**config.mk**
```make
export PLATFORM = sky130hd
export DESIGN_NAME = cpu_priority_and_trap_status
export DESIGN_NICKNAME = d
export VERILOG_FILES = /design/src/core/cpu_priority_and_trap_status.v
export VERILOG_INCLUDE_DIRS = /design/src /design/src/common
export SDC_FILE = /design/constraint.sdc
export NUM_CORES = 1
export LEC_CHECK = 0
export BUFFER_PORTS_ARGS = -buffer_cell sky130_fd_sc_hd__buf_2
export CORE_MARGIN = 3
export CORE_UTILIZATION = 29
export DETAILED_ROUTE_END_ITERATION = 10
export PLACE_DENSITY = 0.67
export SYNTH_ARGS = -nofsm -noshare
export SYNTH_HDL_FRONTEND = slang
export SYNTH_SLANG_ARGS = --single-unit
```
**constraint.sdc**
```tcl
create_clock -name pclk -period 2.1 [get_ports pclk]
set_clock_uncertainty 0.2 [all_clocks]
set_input_delay 0.315 -clock pclk [delete_from_list [all_inputs] [get_ports pclk]]
set_output_delay 0.315 -clock pclk [all_outputs]
set_load 0.005 [all_outputs]
```
**src/common/trap_status_consts.vh**
```
`ifndef TRAP_STATUS_CONSTS_VH
`define TRAP_STATUS_CONSTS_VH

// apb byte addresses
`define ADDR_STATUS_WORD 12'h000
`define ADDR_CORE_CONTROL 12'h004
`define ADDR_TRAP_CONTROL 12'h008
`define ADDR_LEVEL_VIEW 12'h00C

// status word fields
`define SW_LEVEL_HI 7
`define SW_LEVEL_LO 5
`define SW_SAT_A 13
`define SW_SAT_B 12
`define SW_SAT_EITHER 10

// core control fields
`define CC_LEVEL_HIGH 3

// trap and nesting control fields
`define TC_NESTING_OFF 15
`define TC_OVF_A 14
`define TC_OVF_B 13
`define TC_CAT_A 12
`define TC_CAT_B 11
`define TC_OVF_A_EN 10
`define TC_OVF_B_EN 9
`define TC_CAT_EN 8
`define TC_BAD_SHIFT 7
`define TC_DIV_ZERO 6
`define TC_DMA_FAULT 5
`define TC_MATH 4
`define TC_ADDRESS 3
`define TC_STACK 2
`define TC_OSC_FAIL 1

// writable nesting_off and enable bits of the trap control word
`define TC_EN_MASK 16'h8700

`define RESET_WORD 16'h0000
`define LEVEL_TOP_USER 4'h7

`endif

```
**src/core/cpu_priority_and_trap_status.v**
```verilog
// Functional notes
// [RQ1] status word bits 7:5 hold level 0..7 binary; 111 blocks user interrupts
// [RQ2] effective level is high bit above the three low bits, adding eight
// [RQ3] high level bit set blocks every user interrupt source
// [RQ4] nesting_off set makes the three low level bits read-only to software
// [RQ5] core control bit 3 reads one exactly when the level exceeds seven
// [RQ6] saturation flags and high level bit are clear-only; writing one does nothing
// [RQ7] nesting_off prevents nesting; clear lets higher priority preempt a handler
// [RQ8] bits 14/13 flag accumulator A/B overflow traps, else zero
// [RQ9] bits 12/11 flag catastrophic overflow traps of A/B, else zero
// [RQ10] overflow traps of A/B raised only while enables 10/9 are one
// [RQ11] catastrophic overflow trap raised only while enable bit 8 is one
// [RQ12] bit 7 flags a math trap caused by an invalid accumulator shift
// [RQ13] bit 6 flags a math trap caused by division by zero
// [RQ14] bit 5 flags a dma controller error trap
// [RQ15] bit 4 flags any math error trap regardless of cause
// [RQ16] bit 3 flags an address error trap
// [RQ17] bit 2 flags a stack error trap
// [RQ18] bit 1 flags an oscillator failure trap
// [RQ19] bit 0 unimplemented: reads zero, writes ignored
// [RQ20] level masks sources not above it; software writes only low bits
// [RQ21] trap flags stay set until cleared; all flags and enables reset zero
`timescale 1ns/1ps
`include "trap_status_consts.vh"

module cpu_priority_and_trap_status (
    input wire pclk,
    input wire presetn,
    input wire psel,
    input wire penable,
    input wire pwrite,
    input wire [11:0] paddr,
    input wire [31:0] pwdata,
    input wire [3:0] pstrb,
    output reg [31:0] prdata,
    output reg pready,
    output reg pslverr,
    // core side events, one-cycle pulses
    input wire acc_a_overflow_event,
    input wire acc_b_overflow_event,
    input wire acc_a_catastrophic_event,
    input wire acc_b_catastrophic_event,
    input wire bad_shift_event,
    input wire divide_zero_event,
    input wire dma_fault_event,
    input wire address_trap_event,
    input wire stack_trap_event,
    input wire osc_fail_trap_event,
    input wire acc_a_saturate_event,
    input wire acc_b_saturate_event,
    // core writes a new level on exception entry or return
    input wire level_load,
    input wire [3:0] level_load_value,
    // priority of the highest pending user source
    input wire [2:0] pending_priority,
    input wire pending_valid,
    input wire handler_active,
    output reg [3:0] cpu_level,
    output reg user_irq_blocked,
    output reg irq_take,
    output reg math_trap_raise,
    output reg acc_trap_raise,
    output reg nesting_off
);

    reg [2:0] level_low_q;
    reg level_high_q;
    reg sat_a_q;
    reg sat_b_q;
    reg [15:0] trap_ctl_q;

    wire acc_write;
    wire wr_status;
    wire wr_core;
    wire wr_trap;
    wire [15:0] wdata;
    wire ovf_a_trap;
    wire ovf_b_trap;
    wire cat_a_trap;
    wire cat_b_trap;
    wire math_any;
    wire [15:0] status_word;
    wire [15:0] core_word;
    wire [3:0] level_d;
    wire [15:0] trap_set;
    wire [15:0] trap_keep;

    function addr_hit;
        input [11:0] a;
        input [11:0] ref_addr;
        begin
            addr_hit = (a == ref_addr);
        end
    endfunction

    // only the low half carries register data; both low lanes must be strobed
    assign acc_write = psel && penable && pwrite && pready && (pstrb[1:0] == 2'h3);
    assign wr_status = acc_write && addr_hit(paddr, `ADDR_STATUS_WORD);
    assign wr_core = acc_write && addr_hit(paddr, `ADDR_CORE_CONTROL);
    assign wr_trap = acc_write && addr_hit(paddr, `ADDR_TRAP_CONTROL);
    assign wdata = pwdata[15:0];

    assign ovf_a_trap = acc_a_overflow_event && trap_ctl_q[`TC_OVF_A_EN]; // RQ10
    assign ovf_b_trap = acc_b_overflow_event && trap_ctl_q[`TC_OVF_B_EN]; // RQ10
    assign cat_a_trap = acc_a_catastrophic_event && trap_ctl_q[`TC_CAT_EN]; // RQ11
    assign cat_b_trap = acc_b_catastrophic_event && trap_ctl_q[`TC_CAT_EN]; // RQ11
    assign math_any = bad_shift_event || divide_zero_event || ovf_a_trap || ovf_b_trap
        || cat_a_trap || cat_b_trap; // RQ15

    // hardware set positions
    assign trap_set = {1'b0, ovf_a_trap, ovf_b_trap, cat_a_trap, cat_b_trap, // RQ8 RQ9
        3'h0, bad_shift_event, divide_zero_event, dma_fault_event, // RQ12 RQ13 RQ14
        math_any, address_trap_event, stack_trap_event, osc_fail_trap_event, // RQ16 RQ17 RQ18
        1'b0}; // RQ19

    // flags are sticky; software writing zero clears, set wins over clear
    assign trap_keep = wr_trap ? ((trap_ctl_q & wdata & ~`TC_EN_MASK)
        | (wdata & `TC_EN_MASK)) : trap_ctl_q; // RQ21

    assign level_d = {level_high_q, level_low_q}; // RQ2

    assign status_word = {2'h0, sat_a_q, sat_b_q, 1'b0, sat_a_q | sat_b_q, 2'h0,
        level_low_q, 5'h00}; // RQ1
    assign core_word = {12'h000, level_high_q, 3'h0}; // RQ5

    always @(posedge pclk or negedge presetn) begin
        if (!presetn) begin
            level_low_q <= 3'h0;
            level_high_q <= 1'b0;
            sat_a_q <= 1'b0;
            sat_b_q <= 1'b0;
            trap_ctl_q <= `RESET_WORD; // RQ21
        end else begin
            trap_ctl_q <= (trap_keep | trap_set) & 16'hFFFE; // RQ19
            // saturation flags: clear-only by software, event wins
            sat_a_q <= acc_a_saturate_event
                || (sat_a_q && !(wr_status && !wdata[`SW_SAT_A])); // RQ6
            sat_b_q <= acc_b_saturate_event
                || (sat_b_q && !(wr_status && !wdata[`SW_SAT_B])); // RQ6
            if (level_load) begin
                // core load replaces both level fields with level_load_value, raising or lowering the level
                level_low_q <= level_load_value[2:0];
                level_high_q <= level_load_value[3];
            end else begin
                if (wr_status && !trap_ctl_q[`TC_NESTING_OFF]) begin
                    level_low_q <= wdata[`SW_LEVEL_HI:`SW_LEVEL_LO]; // RQ4 RQ20
                end
                if (wr_core && !wdata[`CC_LEVEL_HIGH]) begin
                    level_high_q <= 1'b0; // RQ6
                end
            end
        end
    end

    // core-facing outputs, registered
    always @(posedge pclk or negedge presetn) begin
        if (!presetn) begin
            cpu_level <= 4'h0;
            user_irq_blocked <= 1'b0;
            irq_take <= 1'b0;
            math_trap_raise <= 1'b0;
            acc_trap_raise <= 1'b0;
            nesting_off <= 1'b0;
        end else begin
            cpu_level <= level_d; // RQ2
            user_irq_blocked <= level_high_q || (level_low_q == 3'h7); // RQ1 RQ3
            // level 8+ always masks since a three-bit priority never exceeds it
            irq_take <= pending_valid && !level_high_q
                && ({1'b0, pending_priority} > level_d) // RQ20 RQ3
                && !(handler_active && trap_ctl_q[`TC_NESTING_OFF]); // RQ7
            math_trap_raise <= math_any; // RQ15
            acc_trap_raise <= ovf_a_trap || ovf_b_trap || cat_a_trap || cat_b_trap; // RQ10 RQ11
            nesting_off <= trap_ctl_q[`TC_NESTING_OFF]; // RQ7
        end
    end

    // apb: zero wait states, one access phase cycle; unmapped reads zero with error
    always @(posedge pclk or negedge presetn) begin
        if (!presetn) begin
            prdata <= 32'h00000000;
            pready <= 1'b0;
            pslverr <= 1'b0;
        end else begin
            pready <= psel && !penable;
            pslverr <= 1'b0;
            if (psel && !penable) begin
                prdata <= 32'h00000000;
                if (!pwrite) begin
                    if (addr_hit(paddr, `ADDR_STATUS_WORD)) begin
                        prdata <= {16'h0000, status_word};
                    end else if (addr_hit(paddr, `ADDR_CORE_CONTROL)) begin
                        prdata <= {16'h0000, core_word}; // RQ5
                    end else if (addr_hit(paddr, `ADDR_TRAP_CONTROL)) begin
                        prdata <= {16'h0000, trap_ctl_q}; // RQ19
                    end else if (addr_hit(paddr, `ADDR_LEVEL_VIEW)) begin
                        prdata <= {28'h0000000, level_d}; // RQ2
                    end else begin
                        pslverr <= 1'b1;
                    end
                end else if (!(addr_hit(paddr, `ADDR_STATUS_WORD)
                        || addr_hit(paddr, `ADDR_CORE_CONTROL)
                        || addr_hit(paddr, `ADDR_TRAP_CONTROL)
                        || addr_hit(paddr, `ADDR_LEVEL_VIEW))) begin
                    pslverr <= 1'b1;
                end
            end
        end
    end

endmodule // cpu_priority_and_trap_status

```
Yosys cells after proc, flatten, opt, wreduce, memory -nomap -nowiden
Index checks and enable logic that the tools add are counted.
{ "word_totals": {"regBits": 64, "latchBits": 0, "mem_bits_rw": 0, "rom_bits": 0, "input_bits": 75, "elab_cells": 89, "memories": 0} }
{ "op_classes": {"n_addsub": 0, "mul": 0, "n_div": 0, "magnitude_cmp": 1, "eq_ne": 5, "shift": 0, "mux": 17, "bitwise_logic": 4, "n_reduce_logical": 48} }
{ "op_table": {"columns": ["cell", "n"], "rows": [
  ["$mux 16", 4],
  ["$mux 32", 1],
  ["$eq 12x4->1 const B", 2],
  ["$logic_and 1x1->1", 22],
  ["$or 15x16->16", 1],
  ["$or 16x15->16", 1],
  ["$and 15x15->15", 1],
  ["$logic_or 1x1->1", 14],
  ["$eq 12x3->1 const B", 1],
  ["$logic_not 12->1", 1],
  ["$logic_not 1->1", 9],
  ["$mux 1", 9],
  ["$mux 3", 2],
  ["$gt 3x4->1", 1],
  ["$mux 4", 1],
  ["$reduce_bool 2->1", 2],
  ["$eq 3x3->1 const B", 1],
  ["$eq 2x2->1 const B", 1],
  ["$or 1x1->1", 1]
]} }

Longest topological paths before layout
Gate-level depths: netlist of run 1.
{ "depth": {"depth_word": 9, "depth_mapped": 6, "depth_no_buf": 6} }

Least setup slack after synthesis of run 1
No wires, ideal clock.
{ "synth_timing": {"path_kind": "in2reg", "startpoint": "in paddr[9]", "endpoint": "reg trap_ctl_q[10]", "setup_time_ns": 0.125, "arrival_ns": 2.094, "required_time_ns": 1.775, "setup_slack_ns": -0.319, "cell_stages": 5, "path_buffers": 1, "path_cell_list": "or4_4 > or4_1 > buf_2 > nor3b_4 > mux2_2"} }
{ "synth_via": {"elab_chain_cells": 4} }
{ "synth_lines": {"columns": ["item", "line_no", "rtl"], "rows": [
  ["start, declared", "cpu_priority_and_trap_status.v:32", "input wire [11:0] paddr,"],
  ["$eq 12x4->1", "cpu_priority_and_trap_status.v:92", "addr_hit = (a == ref_addr);"],
  ["$logic_and 1x1->1", "cpu_priority_and_trap_status.v:100", "assign wr_trap = acc_write && addr_hit(paddr, `ADDR_TRAP_CONTROL);"],
  ["$mux 16", "cpu_priority_and_trap_status.v:117", "assign trap_keep = wr_trap ? ((trap_ctl_q & wdata & ~`TC_EN_MASK)"],
  ["$or 16x15->16", "cpu_priority_and_trap_status.v:134", "trap_ctl_q <= (trap_keep | trap_set) & 16'hFFFE;"],
  ["end signal, assigned", "cpu_priority_and_trap_status.v:132", "trap_ctl_q <= `RESET_WORD;"],
  ["end signal, assigned", "cpu_priority_and_trap_status.v:134", null],
  ["end, declared", "cpu_priority_and_trap_status.v:70", "reg [15:0] trap_ctl_q;"]
]} }
No other way between the ends.
A chain may end at the register's enable or synchronous reset.

Final worst setup path of run 1
{ "layout_timing": {"startpoint": "in paddr[7]", "endpoint": "reg trap_ctl_q[8]"} }
Same word-level chain as after synthesis.

==> results of run 1 <==
[repair_timing]
item                                   4_1_cts  5_1_grt
endpoints found under the hold margin       48        0
resized for setup                            5        5
setup endpoints to repair                   16       15
pin swaps                                    0        3
hold buffers                                 1        0
buffers inserted                             0        0
[worst max-delay path, stage by stage]
cell     delay [ns]
buf_6          0.09
or4_4          0.55
or4_4          0.52
nor3b_4        0.21
buf_6          0.16
mux2_4         0.30
[path summary, 6_finish.rpt]
path	from	endpoint	slack, ns	cells past startpoint
setup / recovery	paddr[7]	trap_ctl_q[8]$_DFFE_PN0P_	-0.06	6
hold / removal	pwdata[9]	trap_ctl_q[9]$_DFFE_PN0P_	0.05	2
setup reg to reg	pready$_DFF_PN0_	trap_ctl_q[8]$_DFFE_PN0P_	0.35	5
hold reg to reg	level_high_q$_DFFE_PN0P_	cpu_level[3]$_DFF_PN0_	0.27	0
max in group asynchronous	presetn	prdata[3]$_DFFE_PN0P_	0.86	3
min in group asynchronous	presetn	cpu_level[1]$_DFF_PN0_	0.44	3
[registers in the layout, summed over array words and instances (netlist names), 3 cells and up]
register / count
trap_ctl_q: 15
level_low_q: 3
cpu_level: 4
prdata: 16
[cell usage in the layout, fill, tap and decap left out, types with 3 or more instances in the layout]
| cell type | synthesis | layout |
|---|---|---|
| nor2b_1 | 3 | 3 |
| a21oi_1 | 20 | 20 |
| dfrtp_1 | 48 | 48 |
| or4_4 | 1 | 3 |
| nor4_1 | 5 | 5 |
| nor2_1 | 19 | 19 |
| conb_1 | 1 | 16 |
| a221o_1 | 7 | 7 |
| and3_1 | 7 | 7 |
| inv_1 | 9 | 9 |
| a31oi_1 | 3 | 3 |
| buf_4 | 17 | 14 |
| mux2_4 | 0 | 4 |
| a22oi_1 | 3 | 3 |
| buf_2 | 2 | 80 |
| a22o_1 | 6 | 6 |
| nor3_1 | 3 | 3 |
| buf_6 | 0 | 3 |
| nand2_1 | 6 | 6 |
| clkbuf_8 | 0 | 5 |
| nor3b_1 | 3 | 3 |
| o41ai_1 | 5 | 4 |
| ha_1 | 3 | 3 |
[synth_stat cells (all sizes together)]
cell	number
a21o	1
a21oi	20
a221o	7
a22o	6
a22oi	3
a2bb2oi	1
a311oi	1
a31o	1
a31oi	3
a32o	1
a41oi	1
and2	1
and3	7
buf	19
clkbuf	5
conb	1
dfrtp	48
ha	3
inv	9
mux2	4
mux2i	1
nand2	6
nand2b	1
nand3b	1
nand4	1
nor2	19
nor2b	3
nor3	3
nor3b	4
nor4	5
nor4b	1
o21ai	3
o31ai	1
o41ai	5
or3	2
or4	3
[area by class of cell]
type,instances,area [um^2]
fillers,743,4350
flip-flops and latches,48,1200
multi-input cells,135,883
repair buffers,99,569
well taps,99,124
clock buffers,5,68.8
clock inverters,2,60.1
inverters,9,33.8
[power groups by stage]
| stage | clock [mW] | sequential [mW] | combinational, mW |
|---|---|---|---|
| floorplan | 0 | 0.976 | 0.0854 |
| global placement | 0 | 0.980 | 0.173 |
| detailed placement | 0 | 0.979 | 0.179 |
| CTS | 0.776 | 0.960 | 0.183 |
| global route | 0.820 | 0.964 | 0.206 |
| finish | 0.760 | 0.960 | 0.182 |
[kinds of logic after synthesis]
group                      after synthesis
AOI/OAI and AO/OA                       54
muxes                                    5
adders and majority gates                3
buffers and inverters                   33
other                                    1
DFF                                     48
and+or+nand+nor                         57
[stage by stage]
step	power, mW	instance area (um^2)	instances	setup WS, ns	util [%]
after detailed placement	1.16	2760	389	-0.427	37.8
final	1.90	2940	397	-0.0636	40.3
after global placement	1.15	2760	389	-0.407	37.8
after CTS	1.92	2920	397	-0.0472	40.0
after global routing	1.99	2940	397	-0.0831	40.3
after floorplan	1.06	2240	216	-0.319	-
[per-layer routing]
layer	vias to the layer above	track usage (%)	wire length, um
li1	902	-	-
met1	901	17.8	2520
met2	79	21.1	2700
met3	3	3.98	485
met4	0	2.56	19
met5	-	0	0
==> metrics.csv, run 1 <==
metric,value,unit
Die H,92.9,um
arrival time worst endpoint,2.15,ns
total track usage,13.2,%
Final Hold Vio Count,0,
f_max,0.462,GHz
Slew Limit Fails,0,
DRT Wirelength,5.73,mm
initial antenna violation count,0,
layout cell share with drive strength beyond 1,38.6,%
Adder-Cell Fraction of Synth Area,1.72,%
ranking of synthesized cells by area,"dfrtp_1, buf_4, a21oi_1, nor2_1, a221o_1",
Yosys top cell by area,dfrtp_1,
Final TNS setup,-0.475,ns
final setup fails,14,
PD cells,647,nW/um^2
P_leak,1.50,nW
status,finished with violations,
post-route ant nets,0,
Syn Inst Count,201,
vias in the first global route,1806,
Worst setup SP type,input pin,
Layout area overhead,34.4,%
worst rel slew slack,61.0,%
fin crit share,103,%
Core ar.,7290,um^2
port bufs,82,
Peak VDD IR,0.336,mV
Synth Area in Simple Gates,14.5,%
Final min period,2.16,ns
Seq cells post-synth,48,
Antenna Cells,0,
Pint,1.50,mW
DP Wirelength,4.45,mm
DIE AREA,8620,um^2
Iter 0 DRT Violations,80,
layout net count,376,
DIE WIDTH,92.9,um
htree depth,2,
Max Root-Sink Buffers,2,
wire length per cell,14.4,um
crit path capture type,flop,
Hold WC Path Type,in2reg,
Vias,1885,
NetSw,404,uW
Switching Fraction,21.3,%
row cnt,31,
Yosys cell types,40,
Worst-path clk slew,0.08,ns
number of warnings issued by yosys,0,
multiplexer share of the synthesized area,2.52,%
worst slew pin tran,0.585,ns
io pins,118,
first-pass GRT wire length,8.88,mm
maxcap violations,0,
grt total ovfl,0,
CTS root buf,clkbuf_8,
Combinational Power Share,9.6,%
Synth Cell Area,2190,um^2
total CTS buffers,5,
Synth Area in Compound Gates,17.5,%
critical path type,in2reg,
Hold WS,0.0498,ns
largest family of logic cells by synthesized area,compound AO/OA/AOI/OAI gates,
RSZ-0062 raised after global routing,true,
Residual DRC,0,
GPL Wtd Cong,0.764,
failing checks,negative setup slack,
sequential-to-total area share from yosys stat,54.9,%
clock power share,39.9,%
largest net degree at the start of global routing,49,
setup slack after layout,-0.0636,ns
TritonCTS clock tree,built,
Avg Vias per Cell,4.75,
Synth Area in XOR/XNOR,0,%
clock sinks,48,
Critical Path RT,2.08,ns
worst-path maximum fanout,7,
worst skew pair latency,0.29,ns
syn avg cell area,10.9,um^2
top-area cell type share of the netlist area,54.9,%
drt pass-1 iters,4,
share of power burned in registers,50.5,%
Initial Utilization,30.0,%
Note: power is estimated with default switching activity, not from simulation.
==> run 2, diff against run 1 <==
- ABC_CLOCK_PERIOD_IN_PS: not set -> 2100
- BUFFER_PORTS_ARGS: -buffer_cell sky130_fd_sc_hd__buf_2 -> not set
- DONT_BUFFER_PORTS: not set -> 1
- PLACE_DENSITY: 0.67 -> 0.54
==> metrics.csv, run 2 (synthesized netlist as in run 1, its figures left out) <==
metric,value,unit,change
status,finished clean,,
htree depth,2,,unchanged
max reg flops,16,,unchanged
Peak VDD IR,0.248,mV,-26%
worst-path maximum fanout,7,,unchanged
io pins,118,,unchanged
DIE AREA,8620,um^2,unchanged
f_max,0.484,GHz,+4.6%
DP Wirelength,4.29,mm,-3.5%
design area,2870,um^2,-2.5%
biggest regs,"prdata (16), trap_ctl_q (15), cpu_level (4)",,
total CTS buffers,5,,unchanged
Die H,92.9,um,unchanged
Largest Register,prdata,,
crit path capture type,flop,,
Initial Utilization,30.0,%,unchanged
first-pass GRT wire length,9.43,mm,+6.2%
PD cells,648,nW/um^2,+0.13%
worst skew pair latency,0.30,ns,about the same
GPL Wtd Cong,0.731,,-4.3%
vias in the first global route,1788,,-1.0%
clock power share,39.3,%,-0.6 points
Vias,1753,,-7.0%
critical path type,in2reg,,
fin cells,351,,-12%
CTS root buf,clkbuf_8,,
layout net count,329,,-13%
Final min period,2.07,ns,-0.0961 ns
total track usage,14.2,%,+0.95 points
DIE WIDTH,92.9,um,unchanged
Final Hold Vio Count,0,,unchanged
Core ar.,7290,um^2,unchanged
initial antenna violation count,0,,unchanged
Pint,1.45,mW,-3.1%
Residual DRC,0,,unchanged
Combinational Power Share,8.6,%,-1.0 points
Antenna Cells,0,,unchanged
placed cell count,305,,-22%
Area after DPL,2320,um^2,-16%
fin crit share,98.5,%,-4.6 points
DRT Wirelength,6.07,mm,+6.0%
grt total ovfl,0,,unchanged
final setup fails,0,,-14
Hold WC Path Type,in2reg,,
"commonest non-fill, non-tap cell in the layout",dfrtp_1,,
share of power burned in registers,52.1,%,+1.6 points
P_leak,1.29,nW,-14%
Iter 0 DRT Violations,87,,+8.8%
TritonCTS clock tree,built,,
Filler Cell Count,742,,-0.13%
post-route ant nets,0,,unchanged
most frequent cells in the layout,"dfrtp_1, dlygate4sd3_1, a21oi_1, nor2_1, conb_1",,
Layout area overhead,31.0,%,
Worst setup SP type,input pin,,
row cnt,31,,unchanged
maxcap violations,0,,unchanged
wire length per cell,17.3,um,+20%
port bufs,0,,-100%
Critical Path RT,2.09,ns,about the same
layout cell share with drive strength beyond 1,13.9,%,-25 points
drt pass-1 iters,4,,unchanged
NetSw,405,uW,+0.22%
clock sinks,48,,unchanged
largest net degree at the start of global routing,49,,unchanged
Slew Limit Fails,0,,unchanged
arrival time worst endpoint,2.06,ns,-0.09 ns
Worst-path clk slew,0.09,ns,about the same
Max Root-Sink Buffers,2,,unchanged
Switching Fraction,21.8,%,+0.57 points
RSZ-0062 raised after global routing,false,,
Avg Vias per Cell,4.99,,+5.2%
==> run 2: cell types whose count changed in the layout (fill, tap and decap cells not counted), sizes merged <==
cell         before  now
bufinv            2    1
clkbuf            5    7
buf              98   16
dlygate4sd3       1   36
==> run 2: through the flow <==
step	TNS, ns	setup slack (ns)	power [mW]	util [%]	hold WS (ns)
final	0	0.0324	1.86	39.3	0.0162
after global routing	0	0.00259	1.94	39.3	0.00936
after CTS	0	0.0263	1.87	38.8	0.00346
after detailed placement	-7.83	-0.400	1.06	31.8	-0.179
after global placement	-7.10	-0.389	1.06	31.8	-0.179
after floorplan	-3.79	-0.319	1.06	-	-0.181
==> run 2: final timing paths <==
path	slack [ns]	from	cells past startpoint	to
max	0.03	paddr[9]	5	trap_ctl_q[15]$_DFFE_PN0P_
min	0.02	level_load_value[3]	2	level_high_q$_DFFE_PN0P_
max reg2reg	0.15	trap_ctl_q[9]$_DFFE_PN0P_	4	math_trap_raise$_DFF_PN0_
min reg2reg	0.30	level_high_q$_DFFE_PN0P_	0	cpu_level[3]$_DFF_PN0_
max in group asynchronous	1.14	presetn	2	trap_ctl_q[3]$_DFF_PN0_
min in group asynchronous	0.33	presetn	2	irq_take$_DFF_PN0_
==> run 2: critical path, stage by stage <==
cell     delay [ns]
or4_4          0.53
or4_4          0.52
nor3b_4        0.21
buf_6          0.15
mux2_2         0.32
==> run 2: cell type report <==
cell class                      instances  area [um^2]  share of cell area (%)
Sequential cell                        48         1200                    41.9
Multi-Input combinational cell        135          877                    30.6
Timing Repair Buffer                   52          504                    17.6
Tap cell                               99          124                    4.32
Clock buffer                            7         96.3                    3.36
Inverter                                9         33.8                    1.18
Clock inverter                          1         30.0                    1.05
==> run 2: repair_timing <==
| action | CTS | global route |
|---|---|---|
| setup endpoints to repair | 12 | 6 |
| pin swaps | 1 | 0 |
| hold endpoints to repair | 72 | 1 |
| gates resized for setup | 1 | 4 |
| hold buffers | 36 | 1 |
| buffers inserted | 1 | 0 |
==> run 2: layer usage <==
layer / vias to the layer above / GRT usage, % / share of wire, %
met5: - / 0 / 0
met3: 4 / 5.04 / 8.3
li1: 804 / - / -
met2: 67 / 23.3 / 49
met1: 878 / 17.7 / 42
met4: 0 / 3.30 / 0.69
==> run 2: power groups by stage <==
| stage | combinational (mW) | clock, mW | sequential, mW |
|---|---|---|---|
| 4_1_cts | 0.159 | 0.746 | 0.967 |
| 2_1_floorplan | 0.0854 | 0 | 0.976 |
| 6_report | 0.161 | 0.730 | 0.966 |
| 3_5_place_dp | 0.0744 | 0 | 0.985 |
| 3_3_place_gp | 0.0713 | 0 | 0.986 |
| 5_1_grt | 0.179 | 0.788 | 0.970 |
